===== src/common/gpp_map.vh =====
`ifndef GPP_MAP_VH
`define GPP_MAP_VH

// Register indices; byte address is four times the index
`define GPP_IDX_DIR          32'h0008c001
`define GPP_IDX_OUT_LATCH    32'h0008c021
`define GPP_IDX_READBACK     32'h0008c041
`define GPP_IDX_FUNC_SEL     32'h0008c061
`define GPP_IDX_OTYPE_LOW    32'h0008c082
`define GPP_IDX_OTYPE_LOW_E  32'h0008c09c

// Reset values
`define GPP_RST_DIR          8'h00
`define GPP_RST_OUT_LATCH    8'h00
`define GPP_RST_FUNC_SEL     8'h00
`define GPP_RST_OTYPE_LOW    8'h00

// Field positions
`define GPP_P3_INONLY_BIT    5
`define GPP_PE1_TYPE_HI_BIT  3
`define GPP_PE1_TYPE_LO_BIT  2

// Output type codes per pin
`define GPP_TYPE_CMOS        2'h0
`define GPP_TYPE_NMOS_OD     2'h1
`define GPP_TYPE_PMOS_OD     2'h2

// Pin synchroniser depth
`define GPP_SYNC_STAGES      2

`endif


===== src/rtl/gpp_pad.v =====
`include "gpp_map.vh"
`default_nettype none

module gpp_pad #(
   parameter WIDTH = 8
) (
   // Clock and reset
   input  wire               hclk,
   input  wire               hresetn,
   input  wire               ce,
   // Per-pin request
   input  wire [WIDTH-1:0]   drv_en,
   input  wire [WIDTH-1:0]   drv_data,
   input  wire [2*WIDTH-1:0] drv_type,
   // Pad side
   output wire [WIDTH-1:0]   pin_out,
   output wire [WIDTH-1:0]   pin_oe
);

   reg [WIDTH-1:0] out_ff;
   reg [WIDTH-1:0] oe_ff;
   reg [WIDTH-1:0] nxt_out;
   reg [WIDTH-1:0] nxt_oe;
   integer         i;

   // Open-drain types drive only one level and release the pin otherwise
   always @*
   begin
      nxt_out = {WIDTH{1'b0}};
      nxt_oe  = {WIDTH{1'b0}};
      for (i = 0; i < WIDTH; i = i + 1)
      begin
         case (drv_type[2*i +: 2])
            `GPP_TYPE_NMOS_OD:
            begin
               nxt_out[i] = 1'b0;
               nxt_oe[i]  = drv_en[i] & ~drv_data[i];
            end
            `GPP_TYPE_PMOS_OD:
            begin
               nxt_out[i] = 1'b1;
               nxt_oe[i]  = drv_en[i] & drv_data[i];
            end
            default:
            begin
               nxt_out[i] = drv_data[i];
               nxt_oe[i]  = drv_en[i];
            end
         endcase
      end
   end

   always @(posedge hclk or negedge hresetn)
   begin
      if (!hresetn)
      begin
         out_ff <= {WIDTH{1'b0}};
         oe_ff  <= {WIDTH{1'b0}};
      end
      else if (ce)
      begin
         out_ff <= nxt_out;
         oe_ff  <= nxt_oe;
      end
   end

   assign pin_out = out_ff;
   assign pin_oe  = oe_ff;

endmodule

`default_nettype wire


===== src/rtl/gpp_port.v =====
// What this block does
// - After reset every pin is an input with its driver off.
// - Each direction bit steers one general I/O pin: 0 input, 1 output.
// - Port 3 pin 5 is input only; its driver is never enabled.
// - Each output latch bit sets its pin level: 0 low, 1 high.
// - Reserved output latch bits, port 3 pin 5 included, never drive a pin.
// - Readback returns every pin's current level whatever direction or function.
// - Port 3 readback bit 5 shows the non-maskable interrupt pin level.
// - With analog select set, the readback bit is not a valid pin level.
// - Reserved readback bits are undefined and writes cannot change them.
// - Each function bit picks general I/O (0) or peripheral (1) for one pin.
// - Function bits of missing pins read 0; software writes 0 to them.
// - Even bits of the low output-type register pick CMOS or NMOS for pins 0-3.
// - Port E pin 1 uses bits 3:2: CMOS, NMOS, PMOS; value 3 prohibited.
// - Odd output-type bits are reserved except bit 3 on port E.
// - Reserved and missing-pin output-type bits read 0; software writes 0.
`include "gpp_map.vh"
`default_nettype none

module gpp_port #(
   parameter [7:0] IMPL_MASK = 8'hff,
   parameter       IS_PORT3  = 0,
   parameter       IS_PORT_E = 0
) (
   // Clock, reset, enable
   input  wire        hclk,
   input  wire        hresetn,
   input  wire        ce,
   // AHB-Lite slave
   input  wire        hsel,
   input  wire [31:0] haddr,
   input  wire [1:0]  htrans,
   input  wire        hwrite,
   input  wire [2:0]  hsize,
   input  wire        hready,
   input  wire [31:0] hwdata,
   output wire        hreadyout,
   output wire        hresp,
   output wire [31:0] hrdata,
   // Package pins
   input  wire [7:0]  pin_in,
   input  wire        nmi_pin,
   output wire [7:0]  pin_out,
   output wire [7:0]  pin_oe,
   // Peripheral modules and pin function config
   input  wire [7:0]  periph_out,
   input  wire [7:0]  periph_oe,
   input  wire [7:0]  analog_select,
   output wire [7:0]  periph_in
);

   localparam [31:0] ADDR_DIR       = `GPP_IDX_DIR << 2;
   localparam [31:0] ADDR_OUT_LATCH = `GPP_IDX_OUT_LATCH << 2;
   localparam [31:0] ADDR_READBACK  = `GPP_IDX_READBACK << 2;
   localparam [31:0] ADDR_FUNC_SEL  = `GPP_IDX_FUNC_SEL << 2;
   localparam [31:0] ADDR_OTYPE     = (IS_PORT_E != 0) ? (`GPP_IDX_OTYPE_LOW_E << 2) :
                                                         (`GPP_IDX_OTYPE_LOW << 2);

   localparam [7:0] P3_MASK  = (IS_PORT3 != 0) ? (8'h01 << `GPP_P3_INONLY_BIT) : 8'h00;
   localparam [7:0] DRV_MASK = IMPL_MASK & ~P3_MASK;
   localparam       PE_HI    = (IS_PORT_E != 0) ? 1 : 0;
   localparam [7:0] OT_MASK  = {1'b0, IMPL_MASK[3], 1'b0, IMPL_MASK[2],
                                (PE_HI == 1) & IMPL_MASK[1], IMPL_MASK[1],
                                1'b0, IMPL_MASK[0]};

   // Register state
   reg [7:0]  dir_ff;
   reg [7:0]  latch_ff;
   reg [7:0]  func_ff;
   reg [7:0]  otype_ff;
   reg [7:0]  nxt_dir;
   reg [7:0]  nxt_latch;
   reg [7:0]  nxt_func;
   reg [7:0]  nxt_otype;

   // Bus data phase state
   reg        wr_pend_ff;
   reg [31:0] waddr_ff;
   reg [31:0] rdata_ff;
   reg [31:0] nxt_rdata;

   wire       addr_take;
   wire       wr_now;
   wire [7:0] pin_sync;
   wire       nmi_sync;
   reg  [7:0] readback;
   wire [7:0] drv_en;
   wire [7:0] drv_data;
   wire [15:0] drv_type;

   // Stalls the master while the enable freezes state
   assign hreadyout = ce;
   assign hresp     = 1'b0;
   assign hrdata    = rdata_ff;

   assign addr_take = hsel & hready & htrans[1] & ce;
   assign wr_now    = wr_pend_ff & ce;

   gpp_sync #(
      .WIDTH (9)
   ) u_sync (
      .hclk     (hclk),
      .hresetn  (hresetn),
      .ce       (ce),
      .async_in ({nmi_pin, pin_in}),
      .sync_out ({nmi_sync, pin_sync})
   );

   assign periph_in = pin_sync;

   // Write decode; next values also feed the read mux so read-after-write sees new data
   always @*
   begin
      nxt_dir   = dir_ff;
      nxt_latch = latch_ff;
      nxt_func  = func_ff;
      nxt_otype = otype_ff;
      if (wr_now)
      begin
         // missing-pin direction bits accepted as written
         if (waddr_ff == ADDR_DIR)
            nxt_dir = hwdata[7:0];
         if (waddr_ff == ADDR_OUT_LATCH)
            nxt_latch = hwdata[7:0] & DRV_MASK;
         if (waddr_ff == ADDR_FUNC_SEL)
            nxt_func = hwdata[7:0] & IMPL_MASK;
         // odd type bits kept only where functional
         if (waddr_ff == ADDR_OTYPE)
            nxt_otype = hwdata[7:0] & OT_MASK;
      end
   end

   always @(posedge hclk or negedge hresetn)
   begin
      if (!hresetn)
      begin
         dir_ff   <= `GPP_RST_DIR;
         latch_ff <= `GPP_RST_OUT_LATCH;
         func_ff  <= `GPP_RST_FUNC_SEL;
         otype_ff <= `GPP_RST_OTYPE_LOW;
      end
      else if (ce)
      begin
         dir_ff   <= nxt_dir;
         latch_ff <= nxt_latch;
         func_ff  <= nxt_func;
         otype_ff <= nxt_otype;
      end
   end

   // Pin level readback
   always @*
   begin
      // synchronised level regardless of direction and function
      readback = pin_sync;
      // non-maskable interrupt level on port 3 bit 5
      if (IS_PORT3 != 0)
         readback[`GPP_P3_INONLY_BIT] = nmi_sync;
      // analog pins read as 0, not a level
      // reserved bits have no storage and read 0
      readback = readback & ~analog_select & IMPL_MASK;
   end

   // Read mux; unmapped addresses read 0
   always @*
   begin
      nxt_rdata = 32'h0000_0000;
      if (haddr == ADDR_DIR)
         nxt_rdata[7:0] = nxt_dir;
      else if (haddr == ADDR_OUT_LATCH)
         nxt_rdata[7:0] = nxt_latch;
      else if (haddr == ADDR_READBACK)
         nxt_rdata[7:0] = readback;
      else if (haddr == ADDR_FUNC_SEL)
         nxt_rdata[7:0] = nxt_func;
      else if (haddr == ADDR_OTYPE)
         nxt_rdata[7:0] = nxt_otype;
   end

   always @(posedge hclk or negedge hresetn)
   begin
      if (!hresetn)
      begin
         wr_pend_ff <= 1'b0;
         waddr_ff   <= 32'h0000_0000;
         rdata_ff   <= 32'h0000_0000;
      end
      else if (ce)
      begin
         wr_pend_ff <= addr_take & hwrite;
         if (addr_take)
            waddr_ff <= haddr;
         if (addr_take & ~hwrite)
            rdata_ff <= nxt_rdata;
      end
   end

   // Driver request per pin
   genvar g;
   generate
      for (g = 0; g < 8; g = g + 1)
      begin : g_pin
         // general mode uses the latch, peripheral mode the peripheral
         // direction bit enables the general output
         // input-only pin and missing pins never drive
         assign drv_en[g]   = DRV_MASK[g] &
                              (func_ff[g] ? periph_oe[g] : dir_ff[g]);
         // latch bit is the driven level
         assign drv_data[g] = func_ff[g] ? periph_out[g] : latch_ff[g];
         if (g < 4)
         begin : g_low
            if ((IS_PORT_E != 0) && (g == 1))
            begin : g_pe1
               // two-bit type, prohibited code falls back to CMOS
               assign drv_type[2*g +: 2] =
                  ({otype_ff[`GPP_PE1_TYPE_HI_BIT], otype_ff[`GPP_PE1_TYPE_LO_BIT]} == 2'h3) ?
                  `GPP_TYPE_CMOS :
                  {otype_ff[`GPP_PE1_TYPE_HI_BIT], otype_ff[`GPP_PE1_TYPE_LO_BIT]};
            end
            else
            begin : g_even
               assign drv_type[2*g +: 2] = {1'b0, otype_ff[2*g]};
            end
         end
         else
         begin : g_high
            // Upper pins have no type control here and stay CMOS
            assign drv_type[2*g +: 2] = `GPP_TYPE_CMOS;
         end
      end
   endgenerate

   gpp_pad #(
      .WIDTH (8)
   ) u_pad (
      .hclk     (hclk),
      .hresetn  (hresetn),
      .ce       (ce),
      .drv_en   (drv_en),
      .drv_data (drv_data),
      .drv_type (drv_type),
      .pin_out  (pin_out),
      .pin_oe   (pin_oe)
   );

endmodule

`default_nettype wire


===== src/rtl/gpp_sync.v =====
`include "gpp_map.vh"
`default_nettype none

module gpp_sync #(
   parameter WIDTH = 9
) (
   // Clock and reset
   input  wire             hclk,
   input  wire             hresetn,
   input  wire             ce,
   // Asynchronous levels and their synchronised copies
   input  wire [WIDTH-1:0] async_in,
   output wire [WIDTH-1:0] sync_out
);

   reg [WIDTH-1:0] meta_ff;
   reg [WIDTH-1:0] sync_ff;

   // First stage feeds only the second stage
   always @(posedge hclk or negedge hresetn)
   begin
      if (!hresetn)
      begin
         meta_ff <= {WIDTH{1'b0}};
         sync_ff <= {WIDTH{1'b0}};
      end
      else if (ce)
      begin
         meta_ff <= async_in;
         sync_ff <= meta_ff;
      end
   end

   assign sync_out = sync_ff;

endmodule

`default_nettype wire


===== config.mk =====
export PLATFORM = sky130hd
export DESIGN_NAME = gpp_port
export DESIGN_NICKNAME = d
export VERILOG_FILES = /design/src/rtl/gpp_pad.v /design/src/rtl/gpp_port.v /design/src/rtl/gpp_sync.v
export VERILOG_INCLUDE_DIRS = /design/src /design/src/common
export SDC_FILE = /design/constraint.sdc
export NUM_CORES = 1
export LEC_CHECK = 0
export ABC_AREA = 1
export BUFFER_PORTS_ARGS = -buffer_cell sky130_fd_sc_hd__buf_4
export CAP_MARGIN = 20
export CORE_MARGIN = 2
export CORE_UTILIZATION = 52
export CTS_CLUSTER_DIAMETER = 150
export CTS_CLUSTER_SIZE = 10
export DETAILED_ROUTE_END_ITERATION = 8
export PLACE_DENSITY = 0.81
export SYNTH_ARGS = -nofsm -noshare
export SYNTH_HDL_FRONTEND = slang
export SYNTH_SLANG_ARGS = --single-unit

===== constraint.sdc =====
create_clock -name hclk -period 2.88 [get_ports hclk]
set_input_delay 0.144 -clock hclk [delete_from_list [all_inputs] [get_ports hclk]]
set_output_delay 0.144 -clock hclk [all_outputs]
set_load 0.01 [all_outputs]

# Word-level counts from Yosys, hierarchy flattened
# Index checks and enable logic that the tools add are counted.
# word_totals
regBits	105
latchBits	0
ramBits	0
romBits	0
inputBits	108
out_inout_bits	58
elab_cells	76
memories	0
# classes
addsub	0
multipliers	0
div	0
order_cmp	0
eq_ne	9
n_shift	0
n_mux	37
bitwise	17
reduce_logical	2
# ops
cell	n
32-bit by 22-bit == test with 1-bit output (second input constant)	9
8-bit two-way mux	13
1-bit two-way mux	24
1-bit AND	10
8-bit AND	1
8-bit inverter	1
1-bit inverter	5
2-bit AND reduction	2

# Depth between registers and ports, before layout
# Gate-level depths: netlist of the first run.
# depth
depth_word	8
mapped_depth	13
mapped_depth_nobuf	13

# Hierarchy
# A second synthesis of the first run with hierarchy kept.
# hier_totals
cells_unflattened	804
area_unflattened_um2	5982.0
# modules_own_cells
mod	instances	cells_each	area_per_inst_um2	seq_area_each_um2
gpp_port	1	572	4219.0	1826.8
gpp_pad	1	156	1052.3	400.4
gpp_sync	1	76	710.7	450.4

# Least setup slack after synthesis of the first run
# Ideal clock, no wire load.
# synth_path
path_kind	register to register
start	reg waddr_ff[31]
end	reg rdata_ff[3] (netlist: hrdata[3])
setup_ps	119
arrival_time_ps	1406
t_required_ps	2761
setup_slack_ps	1355
stages_incl_launch_ff	12
path_buffers	1
synth_period_minus_slack_ps	1525
cell_sequence	dfrtp_1 > nor2_1 > nand2_1 > nor2_2 > nand2_4 > inv_2 > buf_4 > nand3_1 > nand3_1 > nand3_1 > o21ai_2 > nand2_2
# synth_via
elab_chain_cells	8
word_cells_on_any_way	17
classes_between	4 x eq/ne; 13 x mux
# synth_rtl
element	line	source
start, declared	gpp_port.v:78	reg [31:0] waddr_ff;
start signal, assigned	gpp_port.v:192	waddr_ff <= haddr;
32-bit by 22-bit == test with 1-bit output	gpp_port.v:128	if (waddr_ff == ADDR_OTYPE)
8-bit two-way mux	gpp_port.v:128	
8-bit two-way mux	gpp_port.v:118	if (wr_now)
8-bit two-way mux	gpp_port.v:176	else if (haddr == ADDR_OTYPE)
8-bit two-way mux	gpp_port.v:174	else if (haddr == ADDR_FUNC_SEL)
8-bit two-way mux	gpp_port.v:172	else if (haddr == ADDR_READBACK)
8-bit two-way mux	gpp_port.v:170	else if (haddr == ADDR_OUT_LATCH)
8-bit two-way mux (*)	gpp_port.v:168	if (haddr == ADDR_DIR)
end signal, assigned	gpp_port.v:194	rdata_ff <= nxt_rdata;
end, declared	gpp_port.v:79	reg [31:0] rdata_ff;
# Mark *: on every way between the ends. The rest lies on a longest branch, timed or not.
# A chain may end at the register's enable or synchronous reset.

# Final worst setup path of the first run
# layout_path
start	in haddr[10]
end	reg rdata_ff[2] (netlist: hrdata[2])
# layout_via
elab_chain_cells	6
word_cells_on_any_way	10
classes_between	5 x eq/ne; 5 x mux
# layout_rtl
element	line	source
start, declared	gpp_port.v:31	input wire [31:0] haddr,
32-bit by 22-bit == test with 1-bit output	gpp_port.v:176	
8-bit two-way mux	gpp_port.v:176	
8-bit two-way mux	gpp_port.v:174	
8-bit two-way mux	gpp_port.v:172	
8-bit two-way mux	gpp_port.v:170	
8-bit two-way mux (*)	gpp_port.v:168	
# Marks and branches as above.

==> impl_metrics.json, run 1 <==
{
  "status": "finished, final reports clean",
  "final_cell_mix": "183 x nand2_1, 114 x buf_4, 105 x dfrtp_1",
  "port_buffers": 111,
  "slew_viol_final": 0,
  "grt_pass1_vias": 4859,
  "clk_pin_slew_worst_paths_ns": 0.10,
  "yosys_warnings": 0,
  "die_w_microns": 106,
  "synth_top_area_cell": "dfrtp_1",
  "worstSetupPathType": "input pin to flop",
  "hold_viol": 0,
  "firstDrtPassIters": 6,
  "finalPower_mw": 3.08,
  "final_common_cell": "nand2_1",
  "drc": 0,
  "place_hpwl_microns": 9910,
  "final_cell_count_no_fill": 949,
  "synth_compound_area_frac": 0.0597,
  "end_kind": "flop",
  "powerDensity_nw_per_um2": 458,
  "drive_gt1_frac": 0.234,
  "placed_cells": 911,
  "ctsHtreeMaxLevel": 3,
  "post-route-period-util": 0.786,
  "grt_max_degree": 85,
  "yosys.area_share.simple": 0.332,
  "r2r_start": "waddr_ff[1]",
  "startpoint_type": "input pin",
  "vias": 4900,
  "tightest_slew_ns": 0.882,
  "nNetsFinal": 917,
  "pin_count": 166,
  "cts_root_buf": "clkbuf_8",
  "final_antenna_net_count": 0,
  "fmax_mhz": 442,
  "finalSetupViolations": 0,
  "synth_xor_area_frac": 0,
  "crit_required_ns": 3.19,
  "grt-ovfl-total": 0,
  "arrival_ns": 2.58,
  "antenna_cells": 0,
  "cts_setup_buffers": 0,
  "yosysSeqAreaShare": 0.482,
  "synth_top_family_by_area": "simple AND/OR/NAND/NOR gates",
  "cts_buffers": 9,
  "syn_area_per_cell_sq_um": 8.03,
  "num-fill-cells": 841,
  "syn_inst": 678,
  "wire_per_inst_microns": 14.5,
  "grt_pass1_wl_microns": 22600,
  "slew_headroom": 0.411,
  "rsz0062_at_grt": "no",
  "muxShareOfSynthArea": 0.0248,
  "antenna_found_initial": 0,
  "initial_core_util": 0.532,
  "synth.distinct_cells": 32,
  "syn_area_sq_um": 5450,
  "hold_ws_ns": 0.00183,
  "fin_skew_ns": 0.0156,
  "finalSetupTns_ns": 0,
  "synth_top_area_share": 0.482,
  "die_y_microns": 106,
  "clk_latency_ns": 0.37,
  "area_delta_synth_final_pct": 23.6,
  "crit_fanout": 8,
  "cts-resized-gates": 0,
  "synth_adder_area_share": 0,
  "rows": 37,
  "vias_per_cell": 5.16,
  "grt_usage": 0.252,
  "wl_microns": 13800,
  "crit_start": "haddr[10]",
  "hp-class": "input pin to flop",
  "synth_area_leaders": "dfrtp_1 48%, nand2_1 13%, nand3_1 7.2%",
  "gp_congestion": 0.879,
  "peakVddDrop_uv": 281,
  "leakage_nw": 3.56,
  "finalCriticalPeriod_ns": 2.26,
  "cts_tree": "built",
  "coreArea_sq_um": 10200,
  "maxCapViolCount": 0,
  "dieArea_sq_um": 11300,
  "first_iter_violations": 289,
  "worstHoldStart": "haddr[18]",
  "ys_seq_elements": 105,
  "cts_sinks": 105,
  "clockBufferDepth": 2
}
report_power, final:
part / internal (mW) / total [mW] / leakage [nW] / switching (mW)
Clock: 0.385 / 0.893 / 0.0947 / 0.509
Sequential: 1.60 / 1.67 / 1.24 / 0.0748
Combinational: 0.235 / 0.515 / 2.23 / 0.281
Total: 2.22 / 3.08 / 3.56 / 0.864
routing by layer:
metal,global-route usage,up-vias,share of wire,routed length [microns]
met5,0,-,0,0
met4,0.0968,0,0.029,393
met3,0.0313,41,0.078,1070
met2,0.434,250,0.49,6710
met1,0.325,2255,0.41,5580
li1,-,2354,-,-
cells by family (layout without fill, tap and decap cells):
family / count (synthesis) / after routing
buffers and inverters: 116 / 227
flip-flops: 105 / 105
AND/OR/NAND/NOR: 390 / 390
other: 1 / 25
AO/OA/AOI/OAI: 54 / 54
multiplexers: 12 / 12
worst max-delay path, stage by stage:
cell	delay, ns
dlygate4sd3_1	0.54
buf_4	0.14
nor3_1	0.37
nand3_1	0.18
nor2_1	0.69
nand3_1	0.23
nand3_1	0.12
o21bai_1	0.08
nand2_1	0.06
synthesized netlist by cell type, drive strengths merged:
master  number
a211oi       4
a31oi        8
and2        20
buf         31
clkbuf      10
conb         1
dfrtp      105
inv         75
mux2        12
nand2      197
nand3       80
nand3b       1
nand4       10
nor2        81
nor3         1
o21ai       34
o21bai       8
flip-flops by register name, indices dropped and copies added, names as in the netlist:
| signal | flops |
|---|---|
| waddr_ff | 32 |
| dir_ff | 8 |
| func_ff | 8 |
| hrdata | 8 |
| latch_ff | 8 |
| otype_ff | 8 |
| u_pad.pin_oe | 8 |
| u_pad.pin_out | 8 |
| u_sync.meta_ff | 8 |
| u_sync.sync_out | 8 |
| wr_pend_ff | 1 |
metrics by stage:
stage	cell area [sq um]	setup WS, ns	util
after CTS	6710	0.758	0.655
after detailed placement	6300	0.971	0.615
final	6730	0.617	0.658
after global routing	6730	0.607	0.658
after floorplan	5540	1.35	-
after global placement	6300	1.04	0.615
worst paths after layout:
kind                                 endpoint  slack [ns]  depth (start not counted)
min reg2reg                u_sync.sync_out[6]        0.48                          2
max reg2reg                         hrdata[2]        0.95                         11
min                              waddr_ff[18]       0.002                          3
min in group asynchronous     u_pad.pin_oe[4]        0.25                          2
max                                 hrdata[2]        0.62                          9
max in group asynchronous  u_sync.sync_out[7]        1.74                          4
what timing repair did:
action                                  CTS  global route
hold buffers                             22             0
endpoints found under the setup margin    0             0
endpoints found under the hold margin    24             0
layout make-up:
| class | count | area, sq um | share of cell area |
|---|---|---|---|
| Inverter | 75 | 282 | 0.0418 |
| Timing Repair Buffer | 137 | 1100 | 0.164 |
| Clock inverter | 3 | 25.0 | 0.00372 |
| Clock buffer | 12 | 165 | 0.0245 |
| Tap cell | 136 | 170 | 0.0253 |
| Multi-Input combinational cell | 481 | 2360 | 0.351 |
| Sequential cell | 105 | 2630 | 0.390 |
Power figures use the tool's default switching activity.
==> inputs of run 2 (changes only) <==
Settings changed: CORE_UTILIZATION 52 to 47, PLACE_DENSITY 0.81 to 0.77.
Clock period 2.88 ns to 2 ns, I/O delays scaled along.
==> run 2 against run 1 <==
The run now ends with negative hold slack left. Design area rose by 4.9%. First-iteration DRC count rose by 11%. Power rose by 59%. Die area rose by 10%. Routed wire length rose by 2.3%. Global-route usage fell by 2.1 points.
==> impl_metrics.json, run 2 (synthesis gave the netlist of run 1 again) <==
{
  "grt_max_degree": 106,
  "finalCriticalPeriod_ns": 1.87,
  "port_buffers": 111,
  "grt-ovfl-total": 0,
  "fmax_mhz": 535,
  "place_hpwl_microns": 9810,
  "grt_usage": 0.231,
  "crit_fanout": 12,
  "wl_microns": 14100,
  "gp_congestion": 0.872,
  "antenna_found_initial": 0,
  "rsz0062_at_grt": "no",
  "vias": 4977,
  "crit_required_ns": 2.23,
  "rows": 39,
  "peakVddDrop_uv": 376,
  "die_w_microns": 112,
  "slew_headroom": 0.625,
  "violations": "negative hold slack",
  "antenna_cells": 0,
  "hold_ws_ns": -0.000489,
  "final_antenna_net_count": 0,
  "crit_family": "buffers and inverters",
  "leakage_nw": 3.71,
  "clk_pin_slew_worst_paths_ns": 0.07,
  "cts_buffers": 9,
  "final_cell_mix": "183 x nand2_1, 122 x buf_4, 105 x dfrtp_1",
  "max_stage_delay_ns": 0.54,
  "grt_pass1_vias": 5025,
  "vias_per_cell": 5.08,
  "nNetsFinal": 940,
  "cts_tree": "built",
  "post-route-period-util": 0.934,
  "first_iter_violations": 320,
  "drive_gt1_frac": 0.241,
  "end_kind": "flop",
  "firstDrtPassIters": 5,
  "wire_per_inst_microns": 14.4,
  "clockBufferDepth": 2,
  "arrival_ns": 2.10,
  "coreArea_sq_um": 11400,
  "grt_pass1_wl_microns": 23300,
  "regMostFlops": "waddr_ff",
  "powerDensity_nw_per_um2": 695,
  "dieArea_sq_um": 12500,
  "drc": 0,
  "slowest_stage": "dlygate4sd3_1",
  "hold_viol": 1,
  "path_cells": "dlygate4sd3_1, buf_4, nor3_1, nand3_1, nor2_4, inv_2, o21bai_1, inv_1, o21ai_1, nand2_1",
  "hp-class": "input pin to flop",
  "maxCapViolCount": 0,
  "pin_count": 166,
  "worstSetupPathType": "input pin to flop",
  "final_core_util": 0.621,
  "final_common_cell": "nand2_1",
  "startpoint_type": "input pin",
  "area_delta_synth_final_pct": 29.7,
  "finalSetupTns_ns": 0,
  "finalSetupViolations": 0,
  "cts_sinks": 105,
  "tightest_slew_ns": 0.562,
  "ctsHtreeMaxLevel": 3,
  "fin_skew_ns": 0.00659,
  "clk_latency_ns": 0.35,
  "initial_core_util": 0.479,
  "critPathBufInv": 4,
  "largest_reg_flops": 32,
  "status": "finished with violations",
  "cts_root_buf": "clkbuf_16",
  "die_y_microns": 112,
  "slew_viol_final": 0
}
[run 2: cell count changes in the layout (fill, tap and decap cells not counted), moves of 2 or more]
| cell | change |
|---|---|
| dlygate4sd3_1 | +13 |
| clkbuf_16 | +9 |
| clkbuf_8 | -10 |
| buf_12 | +2 |
| buf_4 | +8 |
[run 2: per-stage QoR]
stage	setup WS (ns)	power, mW	hold slack, ns	instances	instance area, sq um
after floorplan	0.475	2.85	-0.196	702	5540
after global placement	0.174	3.12	0.206	924	6360
after detailed placement	0.143	3.15	0.215	924	6360
after CTS	0.120	4.92	0.0000363	974	6990
after global routing	0.0213	5.14	0.00540	980	7060
final	0.132	4.91	-0.000489	980	7060
[run 2: path summary, 6_finish.rpt]
path	from	slack, ns	end	cells past startpoint
max in group asynchronous	hresetn	1.21	waddr_ff[22]	3
worst max-delay path	haddr[11]	0.13	hrdata[7]	10
worst min register to register	u_sync.meta_ff[5]	0.48	u_sync.sync_out[5]	2
min in group asynchronous	hresetn	0.35	u_pad.pin_out[4]	3
worst min-delay path	hwrite	-0.0005	wr_pend_ff	3
worst max register to register	waddr_ff[19]	0.13	hrdata[0]	10
[run 2: area by class of cell]
type	count	area, sq um
fillers	955	4310
flip-flops and latches	105	2630
multi-input cells	482	2370
repair buffers	159	1310
inverters	75	284
clock buffers	11	253
well taps	143	179
clock inverters	5	38.8
[run 2: report_power, final]
| part | internal, mW | leakage (nW) | switching, mW |
|---|---|---|---|
| Combinational | 0.354 | 2.33 | 0.406 |
| Clock | 0.921 | 0.142 | 0.812 |
| Sequential | 2.30 | 1.24 | 0.115 |
| Total | 3.58 | 3.71 | 1.33 |
[run 2: tightest hold or removal path: stages]
cell and delay [ns]:
buf_4 0.09, nand2_1 0.05, o21ai_0 0.07
[run 2: what timing repair did]
item                                    CTS  global route
hold buffers                             34             1
gates resized for setup                   0             3
setup buffers                             0             4
endpoints found under the setup margin    0             8
endpoints found under the hold margin   138             1
[run 2: layer usage]
metal / routed length (microns) / GRT usage / part of all wire
met1: 5850 / 0.293 / 0.42
met2: 6910 / 0.400 / 0.49
met3: 1080 / 0.0474 / 0.076
met4: 238 / 0.0708 / 0.017
met5: 0 / 0 / 0
==> inputs of run 3 (changes only) <==
Settings changed: PLACE_DENSITY 0.77 to not set, PLACE_DENSITY_LB_ADDON set to 0.1.
==> run 3 against run 2 <==
The run now ends clean. First-iteration DRC count shrank 31%. Combinational power about the same. Clock power rose by 5%. Sequential cell count stayed put. Clock-buffer cell count stayed put. Register-to-register slack gained 0.05 ns. Cell count grew 0.51%. Worst hold slack improved by 0.012 ns. Core utilization up 0.55 points. Critical path type unchanged. Critical endpoint unchanged. Largest cell class unchanged. Highest routed layer unchanged.
==> impl_metrics.json, run 3 (synthesis gave the netlist of run 1 again) <==
{
  "status": "finished, final reports clean",
  "final_cell_count_no_fill": 985,
  "clockBufferDepth": 2,
  "hold_end": "u_pad.pin_oe[7]",
  "fmax_mhz": 543,
  "drive_gt1_frac": 0.245,
  "hold_viol": 0,
  "end_kind": "flop",
  "critPathBufInv": 4,
  "port_buffers": 111,
  "grt_max_degree": 45,
  "crit_required_ns": 2.24,
  "crit_start": "haddr[31]",
  "r2r_start": "waddr_ff[9]",
  "cts_sinks": 105,
  "wire_per_inst_microns": 14.0,
  "gp_congestion": 0.824,
  "worstHoldStart": "periph_oe[7]",
  "ctsHtreeMaxLevel": 3,
  "powerDensity_nw_per_um2": 700,
  "worstSetupPathType": "input pin to flop",
  "final_core_util": 0.627,
  "rows": 39,
  "rsz0062_at_grt": "no",
  "finalCriticalPeriod_ns": 1.84,
  "finalSetupViolations": 0,
  "nNetsFinal": 945,
  "placed_cells": 925,
  "fin_skew_ns": 0.0101,
  "area_delta_synth_final_pct": 30.8,
  "grt_pass1_vias": 4657,
  "maxCapViolCount": 0,
  "cts_buffers": 9,
  "pin_count": 166,
  "vias_per_cell": 4.93,
  "slew_viol_final": 0,
  "r2r_cells": 10,
  "initial_core_util": 0.479,
  "startpoint_type": "input pin",
  "vias": 4859,
  "clk_latency_ns": 0.35,
  "path_cells": "dlygate4sd3_1, buf_4, nor2_1, nand2_1, nor2_2, nand3_2, nor2_4, inv_2, o21bai_1, inv_1, o21ai_1, nand2_1",
  "crit_family": "buffers and inverters",
  "path_common_cell": "nand2_1",
  "grt-ovfl-total": 0,
  "dieArea_sq_um": 12500,
  "firstDrtPassIters": 6,
  "reg2reg_to": "hrdata[7]",
  "crit_fanout": 12,
  "place_hpwl_microns": 9760,
  "coreArea_sq_um": 11400,
  "leakage_nw": 3.76,
  "antenna_found_initial": 0,
  "final_antenna_net_count": 0,
  "post-route-period-util": 0.921,
  "die_w_microns": 112,
  "antenna_cells": 0,
  "hp-class": "input pin to flop",
  "max_stage_delay_ns": 0.54,
  "final_cell_mix": "183 x nand2_1, 125 x buf_4, 105 x dfrtp_1",
  "finalPower_mw": 4.99,
  "clk_pin_slew_worst_paths_ns": 0.07,
  "drc": 0,
  "multi_input_area_sq_um": 2380,
  "hold_depth": 3,
  "reg2reg_setup_slack_ns": 0.18,
  "grt_usage": 0.227,
  "regArea_sq_um": 2630,
  "wl_microns": 13800,
  "cts_root_buf": "clkbuf_16",
  "slowest_stage": "dlygate4sd3_1",
  "arrival_ns": 2.08,
  "first_iter_violations": 221,
  "peakVddDrop_uv": 412,
  "hold_ws_ns": 0.0113,
  "finalSetupTns_ns": 0,
  "die_y_microns": 112,
  "cts_tree": "built",
  "num-fill-cells": 1011,
  "grt_pass1_wl_microns": 22600,
  "regMostFlops": "waddr_ff",
  "final_common_cell": "nand2_1",
  "largest_reg_flops": 32
}
==> run 3: cell count changes in the layout (fill, tap and decap cells not counted), sizes merged <==
cell,delta
buf,+3
dlygate4sd3,+2
bufinv,+1
clkinv,+1
clkinvlp,-1
inv,-1
==> run 3: how the worst max path moves through the flow <==
stage	endpoint	depth (start not counted)	slack (ns)
4_1_cts	hrdata[1]	12	0.09
3_5_place_dp	hrdata[6]	11	0.12
2_1_floorplan	hrdata[3]	11	0.47
3_3_place_gp	hrdata[2]	10	0.16
6_report	hrdata[7]	12	0.16
5_1_grt	hrdata[6]	10	0.01
==> run 3: power by group <==
part / switching [mW] / total [mW] / internal (mW) / leakage [nW]
logic: 0.402 / 0.759 / 0.357 / 2.37
clock network: 0.785 / 1.82 / 1.04 / 0.155
registers: 0.105 / 2.41 / 2.30 / 1.24
==> run 3: metal layers <==
layer	GRT usage	share of wire
met3	0.0316	0.048
met1	0.294	0.43
met4	0.0757	0.018
met2	0.392	0.50
met5	0	0
==> run 3: timing repair <==
item                                    4_1_cts  5_1_grt
setup buffers                                 0        6
hold endpoints to repair                     65        0
hold buffers                                 37        0
resized for setup                             0        5
endpoints found under the setup margin        0        7
==> run 3: cell type report <==
class / count / share of cell area
inverters: 75 / 0.0399
flip-flops and latches: 105 / 0.369
clock inverters: 5 / 0.00755
well taps: 143 / 0.0251
repair buffers: 164 / 0.189
clock buffers: 11 / 0.0355
multi-input cells: 482 / 0.334
==> run 3: metrics by stage <==
step                cell area [sq um]  worst slack [ns]
floorplan                        5540             0.475
global placement                 6370             0.162
detailed placement               6370             0.121
CTS                              7050            0.0903
global route                     7130            0.0128
finish                           7130             0.157
==> run 3: tightest hold or removal path: cells and delay by family <==
family,cells,cell delay [ns]
AO/OA/AOI/OAI,1,0.07
buffers and inverters,1,0.11
AND/OR/NAND/NOR,1,0.05
